==> src/pcfr_pkg.sv <==
package pcfr_pkg;
	// host address and register layout
	localparam int ADDR_W = 6;
	localparam int DATA_W = 8;
	localparam int PAGE_W = 3;
	localparam int CMD_W = 6;
	localparam logic [2:0] PAGE_LOW_OFS = 3'h0;
	localparam logic [5:0] CMD_OFS = 6'h01;
	localparam logic [5:0] QUEUE_OFS = 6'h02;
	localparam logic [5:0] STATUS_OFS = 6'h03;
	// page-selection fields
	localparam int PG_EN_BIT = 7;
	localparam logic [7:0] PAGE_RESET = 8'h80;
	// command register fields
	localparam int PROBE_BIT = 7;
	localparam logic [5:0] CMD_IDLE = 6'h00;
	// status register fields
	localparam int ST_IRQ_BIT = 6;
	localparam int ST_ERR_BIT = 5;
	localparam int ST_MODEM_LSB = 2;
	localparam int MODEM_W = 3;
	localparam int ST_HI_BIT = 1;
	localparam int ST_LO_BIT = 0;
	localparam logic [7:0] STATUS_RESET = 8'h01;
	// data queue
	localparam int QUEUE_DEPTH = 64;
	localparam int MARGIN_W = 4;
endpackage

==> src/pcfr_regs.sv <==
`timescale 1ns/10ps
module pcfr_regs import pcfr_pkg::*; #(
	parameter int DEPTH = QUEUE_DEPTH
) (
	// clock and reset
	input wire logic clk,
	input wire logic srst,
	// host bus, address from pins or address latch
	input wire logic [ADDR_W-1:0] host_addr,
	input wire logic host_wr,
	input wire logic host_rd,
	input wire logic [DATA_W-1:0] host_wdata,
	output logic [DATA_W-1:0] host_rdata_q,
	output logic host_rvalid_q,
	// command engine
	output logic [CMD_W-1:0] cmd_code_q,
	output logic cmd_start_q,
	input wire logic cmd_done,
	input wire logic probe_done,
	// core side of the data queue
	input wire logic core_push,
	input wire logic [DATA_W-1:0] core_push_data,
	output logic core_push_lost_q,
	input wire logic core_pop,
	output logic [DATA_W-1:0] core_pop_data_q,
	output logic core_pop_valid_q,
	output logic [$clog2(DEPTH):0] queue_level_q,
	// status sources
	input wire logic irq_flag,
	input wire logic err_flag,
	input wire logic [MODEM_W-1:0] radio_modem_phase,
	input wire logic [MARGIN_W-1:0] queue_warning_margin,
	// paging state
	output logic page_override_enable_q,
	output logic [PAGE_W-1:0] page_number_q
);
	localparam int LW = $clog2(DEPTH) + 1;

	initial begin
		if (DEPTH <= (1 << MARGIN_W))
			$error("queue depth must exceed the warning margin range");
	end

	function automatic logic is_reg(input logic [ADDR_W-1:0] a,
		input logic [ADDR_W-1:0] ofs);
		is_reg = a == ofs;
	endfunction

	logic probe_pending_q;
	logic [DATA_W-1:0] status_q;

	// address formation
	wire [ADDR_W-1:0] eff_addr = page_override_enable_q ?
		{page_number_q, host_addr[2:0]} : host_addr;

	wire sel_page = eff_addr[2:0] == PAGE_LOW_OFS;
	wire sel_cmd = is_reg(eff_addr, CMD_OFS);
	wire sel_queue = is_reg(eff_addr, QUEUE_OFS);
	wire sel_status = is_reg(eff_addr, STATUS_OFS);

	wire wr_page = host_wr && sel_page;
	wire wr_cmd = host_wr && sel_cmd;
	wire wr_queue = host_wr && sel_queue;
	wire rd_queue = host_rd && sel_queue;

	// queue: host wins both the fill port and the read port
	wire [LW-1:0] q_level;
	wire q_full;
	wire q_empty;
	wire [DATA_W-1:0] q_head;
	wire q_push = wr_queue || core_push;
	wire [DATA_W-1:0] q_push_data = wr_queue ? host_wdata : core_push_data;
	wire q_pop = rd_queue || core_pop;
	wire core_pop_ok = core_pop && !rd_queue && !q_empty;

	pcfr_queue #(
		.WIDTH(DATA_W),
		.DEPTH(DEPTH)
	) u_queue (
		.clk(clk),
		.srst(srst),
		.push(q_push),
		.push_data(q_push_data),
		.pop(q_pop),
		.head(q_head),
		.level(q_level),
		.full(q_full),
		.empty(q_empty)
	);

	// warnings from the margin, using the level before this cycle's push or pop
	wire [LW-1:0] margin_ext = LW'(queue_warning_margin);
	wire [LW-1:0] free_slots = LW'(DEPTH) - q_level;
	wire nearly_full = free_slots <= margin_ext;
	wire nearly_empty = q_level <= margin_ext;

	wire [DATA_W-1:0] status_d = {1'b0, irq_flag, err_flag,
		radio_modem_phase, nearly_full, nearly_empty};

	wire [DATA_W-1:0] page_rd = {page_override_enable_q, 4'h0,
		page_number_q};
	wire [DATA_W-1:0] cmd_rd = {probe_pending_q, 1'b0, cmd_code_q};

	// read mux; unmapped addresses read as zero
	wire [DATA_W-1:0] rd_mux = sel_page ? page_rd :
		sel_cmd ? cmd_rd :
		sel_queue ? (q_empty ? '0 : q_head) :
		sel_status ? status_q : '0;

	always_ff @(posedge clk) begin
		if (srst) begin
			page_override_enable_q <= PAGE_RESET[PG_EN_BIT];
			page_number_q <= PAGE_RESET[PAGE_W-1:0];
		end else if (wr_page) begin
			// reserved bits are not stored, so they always read zero
			page_override_enable_q <= host_wdata[PG_EN_BIT];
			page_number_q <= host_wdata[PAGE_W-1:0];
		end
	end

	// host write beats a completion in the same cycle
	always_ff @(posedge clk) begin
		if (srst) begin
			cmd_code_q <= CMD_IDLE;
			cmd_start_q <= 1'b0;
		end else begin
			cmd_start_q <= wr_cmd;
			if (wr_cmd)
				cmd_code_q <= host_wdata[CMD_W-1:0];
			else if (cmd_done)
				cmd_code_q <= CMD_IDLE;
		end
	end

	always_ff @(posedge clk) begin
		if (srst)
			probe_pending_q <= 1'b1;
		else if (probe_done)
			probe_pending_q <= 1'b0;
	end

	// status has no write path at all
	always_ff @(posedge clk) begin
		if (srst)
			status_q <= STATUS_RESET;
		else
			status_q <= status_d;
	end

	always_ff @(posedge clk) begin
		if (srst) begin
			host_rdata_q <= '0;
			host_rvalid_q <= 1'b0;
		end else begin
			host_rvalid_q <= host_rd;
			if (host_rd)
				host_rdata_q <= rd_mux;
		end
	end

	always_ff @(posedge clk) begin
		if (srst) begin
			core_pop_data_q <= '0;
			core_pop_valid_q <= 1'b0;
			core_push_lost_q <= 1'b0;
			queue_level_q <= '0;
		end else begin
			core_pop_valid_q <= core_pop_ok;
			if (core_pop_ok)
				core_pop_data_q <= q_head;
			// a core byte colliding with a host queue write is dropped
			core_push_lost_q <= core_push && (wr_queue || q_full);
			queue_level_q <= q_level;
		end
	end
endmodule

==> src/pcfr_queue.sv <==
`timescale 1ns/10ps
module pcfr_queue import pcfr_pkg::*; #(
	parameter int WIDTH = DATA_W,
	parameter int DEPTH = QUEUE_DEPTH
) (
	// clock and reset
	input wire logic clk,
	input wire logic srst,
	// fill side
	input wire logic push,
	input wire logic [WIDTH-1:0] push_data,
	// drain side
	input wire logic pop,
	output logic [WIDTH-1:0] head,
	// state
	output logic [$clog2(DEPTH):0] level,
	output logic full,
	output logic empty
);
	localparam int AW = $clog2(DEPTH);

	initial begin
		if (DEPTH < 2 || (1 << AW) != DEPTH)
			$error("queue depth must be a power of two");
	end

	logic [WIDTH-1:0] mem [DEPTH];
	logic [AW-1:0] wptr_q;
	logic [AW-1:0] rptr_q;
	logic [AW:0] count_q;
	wire do_push = push && !full;
	wire do_pop = pop && !empty;

	assign full = count_q == (AW+1)'(DEPTH);
	assign empty = count_q == '0;
	assign level = count_q;
	assign head = mem[rptr_q];

	always_ff @(posedge clk) begin
		if (do_push)
			mem[wptr_q] <= push_data;
	end

	always_ff @(posedge clk) begin
		if (srst) begin
			wptr_q <= '0;
			rptr_q <= '0;
			count_q <= '0;
		end else begin
			if (do_push)
				wptr_q <= wptr_q + 1'b1;
			if (do_pop)
				rptr_q <= rptr_q + 1'b1;
			if (do_push && !do_pop)
				count_q <= count_q + 1'b1;
			else if (do_pop && !do_push)
				count_q <= count_q - 1'b1;
		end
	end
endmodule

==> config.mk <==
export PLATFORM = sky130hd
export DESIGN_NAME = pcfr_regs
export DESIGN_NICKNAME = d
export VERILOG_FILES = /design/src/pcfr_pkg.sv /design/src/pcfr_regs.sv /design/src/pcfr_queue.sv
export SDC_FILE = /design/constraint.sdc
export NUM_CORES = 1
export LEC_CHECK = 0
export BUFFER_PORTS_ARGS = -buffer_cell sky130_fd_sc_hd__clkbuf_2
export CORE_ASPECT_RATIO = 1.4
export CORE_MARGIN = 5
export CORE_UTILIZATION = 63
export CTS_BUF_LIST = sky130_fd_sc_hd__clkbuf_4 sky130_fd_sc_hd__clkbuf_8
export DETAILED_ROUTE_END_ITERATION = 12
export PLACE_DENSITY = 0.87
export SKIP_LAST_GASP = 1
export SLEW_MARGIN = 20
export SYNTH_ARGS = -nofsm -noshare
export SYNTH_HDL_FRONTEND = slang
export SYNTH_SLANG_ARGS = --single-unit
==> constraint.sdc <==
create_clock -name clk -period 6.4 [get_ports clk]
set_clock_uncertainty 0.15 [all_clocks]
set_input_delay 0 -clock clk [delete_from_list [all_inputs] [get_ports clk]]
set_output_delay 0 -clock clk [all_outputs]
set_load 0.03 [all_outputs]
# ---- Yosys cells after proc, flatten, opt, wreduce, memory -nomap -nowiden
# Memories as Yosys holds them, arrays and structs flattened. A register that Yosys moved wholly into a read port is not among the register bits.
# Cells that the tools add are included.
# Widths: inputs -> output; s select.
dict set report word_totals {
  output_inout_bits 37
  ramBits 512
  n_memories 1
  inputBits 39
  reg_bits 65
  elab_cells 66
}
# name depth width rd rd_ports_with_merged_regs write_ports line_no
set mem_list {}
lappend mem_list {u_queue.mem 64 8 1 1 1 pcfr_queue.sv:27} ;# logic [WIDTH-1:0] mem [DEPTH];
dict set report classes {
  n_lt_le_gt_ge 2
  muxes 15
  add_sub_neg 5
  eq_ne 4
  n_reduce_logical 23
}
# cell n
set op_table {}
lappend op_table {{$mux 8} 6}
lappend op_table {{$mux 6} 5}
lappend op_table {{$le 7x4->1} 2}
lappend op_table {{$mux 7} 2}
lappend op_table {{$add 6x1->6 const B} 2}
lappend op_table {{$eq 6x2->1 const B} 2}
lappend op_table {{$logic_and 1x1->1} 11}
lappend op_table {{$add 7x1->7 const B} 1}
lappend op_table {{$eq 7x7->1 const B} 1}
lappend op_table {{$logic_not 7->1} 1}
lappend op_table {{$sub 7x1->7 const B} 1}
lappend op_table {{$sub 7x7->7 const A} 1}
lappend op_table {{$eq 6x1->1 const B} 1}
lappend op_table {{$logic_not 1->1} 5}
lappend op_table {{$reduce_bool 2->1} 2}
lappend op_table {{$logic_not 3->1} 1}
lappend op_table {{$logic_or 1x1->1} 3}
lappend op_table {{$mux 1} 2}

# ---- Logic depth before layout (Yosys ltp)
dict set report depth {
  depth_word 9
  ltp_mapped 15
  ltp_nobuf 15
}

# ---- Modules after synthesis
# Synthesis repeated with hierarchy kept, for this count alone.
dict set report hier_totals {
  cells_unflattened 1335
  hier_area_um2 23535.1
}
# module seq_area_each_um2 n_inst area_each_um2 cells_each
set by_module_without_submodules {}
lappend by_module_without_submodules {pcfr_queue 15875.2 1 21324.2 1096}
lappend by_module_without_submodules {pcfr_regs 900.9 1 2210.9 239}

# ---- Worst setup path before layout
# Ideal clock, no wire load.
dict set report synth_timing {
  path_type {reg-to-reg}
  from {register page_override_enable_q}
  to {register u_queue.count_q[6], in the netlist u_queue.level[6]}
  t_required_ns 6.129
  path_stages_with_launch 15
  path_buffers 1
  t_arrival_ns 3.322
  setup_ns 0.121
  slack_ns 2.807
  period_less_slack_ns 3.593
  cell_sequence {dfxtp_1 > nor4b_2 > o211a_1 > buf_2 > o21ai_2 > inv_2 > ha_1 > inv_1 > fa_1 > a21o_1 > a21oi_1 > o21bai_1 > a21oi_1 > mux2i_1 > mux2_2}
}
dict set report synth_via {
  elab_chain_cells 8
  elab_cells_between_ends 14
  cone_classes {eq/ne: 1; mux: 2; reduce/logical: 11}
}
# element line_no
set synth_rtl {}
lappend synth_rtl {{from (decl)} pcfr_regs.sv:34} ;# output logic page_override_enable_q,
lappend synth_rtl {{from (signal assigned)} pcfr_regs.sv:112} ;# page_override_enable_q <= PAGE_RESET[PG_EN_BIT];
lappend synth_rtl {{from (signal assigned)} pcfr_regs.sv:116} ;# page_override_enable_q <= host_wdata[PG_EN_BIT];
lappend synth_rtl {{$mux 6 *} pcfr_regs.sv:53} ;# wire [ADDR_W-1:0] eff_addr = page_override_enable_q ?
lappend synth_rtl {{$eq 6x2->1 *} pcfr_regs.sv:46} ;# is_reg = a == ofs;
lappend synth_rtl {{$logic_and 1x1->1 *} pcfr_regs.sv:63} ;# wire wr_queue = host_wr && sel_queue;
lappend synth_rtl {{$logic_or 1x1->1 *} pcfr_regs.sv:71} ;# wire q_push = wr_queue || core_push;
lappend synth_rtl {{$logic_and 1x1->1 *} pcfr_queue.sv:31} ;# wire do_push = push && !full;
lappend synth_rtl {{via u_queue.do_push} pcfr_queue.sv:31}
lappend synth_rtl {{$logic_not 1->1} pcfr_queue.sv:56} ;# else if (do_pop && !do_push)
lappend synth_rtl {{$logic_and 1x1->1} pcfr_queue.sv:56}
lappend synth_rtl {{$reduce_bool 2->1 (no source line)} -}
lappend synth_rtl {{to (signal assigned)} pcfr_queue.sv:55} ;# count_q <= count_q + 1'b1;
lappend synth_rtl {{to (signal assigned)} pcfr_queue.sv:57} ;# count_q <= count_q - 1'b1;
lappend synth_rtl {{to (decl)} pcfr_queue.sv:30} ;# logic [AW:0] count_q;
# Mark *: on every way through the listed nets, which the timed path passes. The rest lies on a longest branch.
# A chain may end at the register's enable or synchronous reset.

==> PnR_summary.wiki <==
{| class="wikitable"
! Metric !! Value
|-
| Area of the multi-input gates || 5993 um^2
|-
| Post-layout instance count excluding filler cells || 2,008
|-
| Clock insertion delay at the later pin of the skew report || between 0.6 and 0.7 ns
|-
| DRC violation total after the first TritonRoute iteration || around 2.2k
|-
| Ports || 76
|-
| Count of nets after finishing || 1,544
|-
| Number of max-slew violations in the final report || 0
|-
| Run status || finished clean
|-
| Count of endpoints failing hold in the final timing report || 0
|-
| Crit start category || flip-flop
|-
| Number of core rows || 83
|-
| Share of cells above drive strength 1 || a little under a quarter
|-
| Via count of the first global-routing pass || about 14k
|-
| Final wirelength || 56,640 um
|-
| Number of endpoints failing setup at the final stage || 0
|-
| Congestion Overflow GR || 0
|-
| Register Area || 16,790 um^2
|-
| Gate count of the mapped netlist || about 1.3k
|-
| Root buf cell || sky130_fd_sc_hd__clkbuf_8
|-
| Cell type with the largest total area after synthesis || sky130_fd_sc_hd__edfxtp_1
|-
| Number of distinct library cell variants in the gate-level netlist after synthesis || 68
|-
| Power density of the placed cells || 342.7 nW/um^2
|-
| Instance count after placement with tap cells included || approximately 1.8k
|-
| Cts bufs inserted || 78
|-
| Synthesized netlist net count || 1,379
|-
| Type of the tightest min-delay check || input port to flip-flop
|-
| Post-DR wirelength/cell || 28.20 um
|-
| DPL Wire Length || about 33,000 um
|-
| Period utilisation layout || 62.70%
|-
| Synthesized area || 23,260 um^2
|-
| Worst endpoint data arrival time || 4.40 ns
|-
| Req. time, crit path || 6.79 ns
|-
| Initial cell density of the core || 63.64%
|-
| Net Sw Power || 0.002517 W
|-
| Clock sink total || 582
|-
| # Max-Cap Violations || 0
|-
| Sequential-to-total area share from yosys stat || around 72%
|-
| Yosys synthesis warning count || 0
|-
| Post-route minimum period || 4.013 ns
|-
| Critical path capture point type || flip-flop
|-
| Initial antenna violation count || 1
|-
| TritonCTS clock tree || yes
|-
| Post-synthesis async set-or-reset flop share || 0%
|-
| Input/output buffers || 75
|-
| Die Span Y || 237.4 um
|-
| Max IR drop VDD || 0.3315 mV
|-
| Maximum number of pins on one net before global-route repair || around 130
|-
| Internal || between 0.006 and 0.007 W
|-
| FMAX || 0.2492 GHz
|-
| Total number of H-tree levels || 3
|-
| Syn_area_per_cell || roughly 18 um^2
|-
| Growth of design area from synthesis to finish || 11.99%
|-
| Max clock buf depth || 3
|-
| Top fanout value on the critical path || 55
|-
| Largest cells by area after synthesis || sky130_fd_sc_hd__edfxtp_1 (66%), sky130_fd_sc_hd__mux4_2 (11%), sky130_fd_sc_hd__dfxtp_1 (6.0%)
|-
| Die area || 40,920 um^2
|-
| Core box area || 36,560 um^2
|-
| Switching portion of total power || 28.18%
|-
| Actual transition at the worst max-transition pin || 1.024 ns
|-
| Flip-flop and latch count after synthesis || slightly below 600
|-
| Register-to-register setup slack || 2.39 ns
|-
| Most common cell after layout, fill and taps aside || sky130_fd_sc_hd__edfxtp_1
|-
| Total negative setup slack || 0 ns
|-
| Number of vias after detailed routing || 13.41k
|-
| Portion of synthesized cell area occupied by the leading cell type || roughly two thirds
|-
| Sequential power share || 49.7%
|-
| Clock edge transition at the registers on the reported setup and hold paths || 0.07 ns
|-
| Worst max-slew margin expressed relative to the limit || 31.59%
|-
| Part of the power in the clock network || 29.9%
|-
| Final Wtd Congestion || 0.9068
|-
| Detailed-route vias per instance || between 6 and 7
|-
| Fill cell count || 1,937
|-
| Total track usage || 27.91%
|-
| Most used cells in the layout excluding fill and tap cells || sky130_fd_sc_hd__edfxtp_1 (512), sky130_fd_sc_hd__nor2_1 (122), sky130_fd_sc_hd__mux4_2 (116)
|-
| Global-route wire length before repair || 84,230 um
|-
| Combinational group share of total power || about a fifth
|-
| WS Path Type || flip-flop to flip-flop
|-
| Count of antenna-violating nets left after detailed routing || 0
|-
| Number of remaining DRC errors || 0
|-
| Unrepaired setup endpoints after global routing || false
|-
| Main synth FF type || sky130_fd_sc_hd__edfxtp_1
|-
| Number of enable flip-flop cells after synthesis || 512
|-
| Buffers inserted by post-CTS timing repair || 0
|-
| Leakage Power || 8.464 nW
|-
| Number of optimization iterations in the first detailed-route pass || 6
|-
| Horiz. Die Dim || 172.4 um
|}
logic make-up after synthesis:
family                   after synthesis  share of synthesized area, %
XOR/XNOR                              16                        0.6024
multiplexers                         161                         13.24
AND/OR/NAND/NOR                      309                         6.358
AO/OA/AOI/OAI                        147                         4.416
buffers and inverters                 89                         2.270
adder cells (fa/ha/maj)               18                         1.000
flip-flops                           582                         72.12
power groups by stage:
stage	clock, W	combinational, W	sequential, W
6_report	0.00267	0.00182	0.00444
5_1_grt	0.00286	0.00192	0.00447
4_1_cts	0.00268	0.00178	0.00444
3_5_place_dp	0	0.00173	0.00452
3_3_place_gp	0	0.00167	0.00451
2_1_floorplan	0	0.00137	0.00444
worst paths after layout:
path                                   startpoint            endpoint  cells past startpoint
worst max register to register          flip-flop     host_rdata_q[0]                      8
worst min-delay path            core_push_data[2]  u_queue.mem[44][2]                      4
worst max-delay path                    flip-flop     host_rdata_q[0]                      8
worst min register to register    host_rdata_q[7]     host_rdata_q[7]                      2
cell usage after synthesis (10+ instances only):
master / instances
sky130_fd_sc_hd__inv_1: 20
sky130_fd_sc_hd__mux2i_1: 32
sky130_fd_sc_hd__edfxtp_1: 512
sky130_fd_sc_hd__nand3b_1: 13
sky130_fd_sc_hd__ha_1: 17
sky130_fd_sc_hd__o22ai_1: 25
sky130_fd_sc_hd__nand2_1: 69
sky130_fd_sc_hd__mux2_2: 13
sky130_fd_sc_hd__a22oi_1: 19
sky130_fd_sc_hd__nand2b_1: 18
sky130_fd_sc_hd__a21oi_1: 33
sky130_fd_sc_hd__nand3_1: 18
sky130_fd_sc_hd__mux4_2: 116
sky130_fd_sc_hd__nor2_1: 122
sky130_fd_sc_hd__nor3_1: 10
sky130_fd_sc_hd__buf_6: 13
sky130_fd_sc_hd__dfxtp_1: 70
sky130_fd_sc_hd__nor2b_1: 18
sky130_fd_sc_hd__clkbuf_1: 24
sky130_fd_sc_hd__buf_2: 15
routing by layer:
layer	vias up	track usage [%]	share of wire, %
li1	5554	-	-
met1	6601	34.93	33
met2	1014	44.86	49
met3	240	6.588	11
met4	0	15.94	6.4
met5	-	0	0
final cells by class:
cell class	instances	area share [%]
Sequential cell	582	64.44
Multi-Input combinational cell	651	23.01
Clock buffer	96	4.736
Timing Repair Buffer	153	4.419
Tap cell	467	2.243
Clock inverter	37	0.8453
Inverter	21	0.3026
Antenna cell	1	0.009606
metrics by stage:
stage	total power [W]	hold slack, ns	util [%]	cell area (um^2)	worst slack, ns
2_1_floorplan	0.005815	-0.02182	-	23260	2.807
3_3_place_gp	0.006184	0.06827	65.43	23920	2.560
3_5_place_dp	0.006251	0.06696	65.43	23920	2.507
4_1_cts	0.008896	0.002558	71.22	26030	2.487
5_1_grt	0.009249	0.05646	71.27	26050	2.148
6_report	0.008929	0.03785	71.27	26050	2.387
worst max-delay path: stages (launching register included):
cell,delay (ns)
sky130_fd_sc_hd__dfxtp_4,0.92
sky130_fd_sc_hd__buf_12,0.45
sky130_fd_sc_hd__mux4_2,0.58
sky130_fd_sc_hd__a22oi_1,0.53
sky130_fd_sc_hd__nand3_1,0.17
sky130_fd_sc_hd__a21oi_2,0.21
sky130_fd_sc_hd__nor3b_1,0.09
sky130_fd_sc_hd__o21a_1,0.19
sky130_fd_sc_hd__dlygate4sd3_1,0.55
what timing repair did:
action,CTS,global route
hold buffers,66,0
resized for setup,0,0
endpoints found under the setup margin,0,0
endpoints found under the hold margin,69,0
sequential cells by signal, summed over array words and instances (netlist names), 3 cells and up, named ones only:
signal	count
status_q	7
u_queue.level	7
page_number_q	3
u_queue.wptr_q	6
queue_level_q	7
core_pop_data_q	8
u_queue.rptr_q	6
cmd_code_q	6
u_queue.mem	512
host_rdata_q	8
Note: power is estimated with default switching activity, not from simulation.
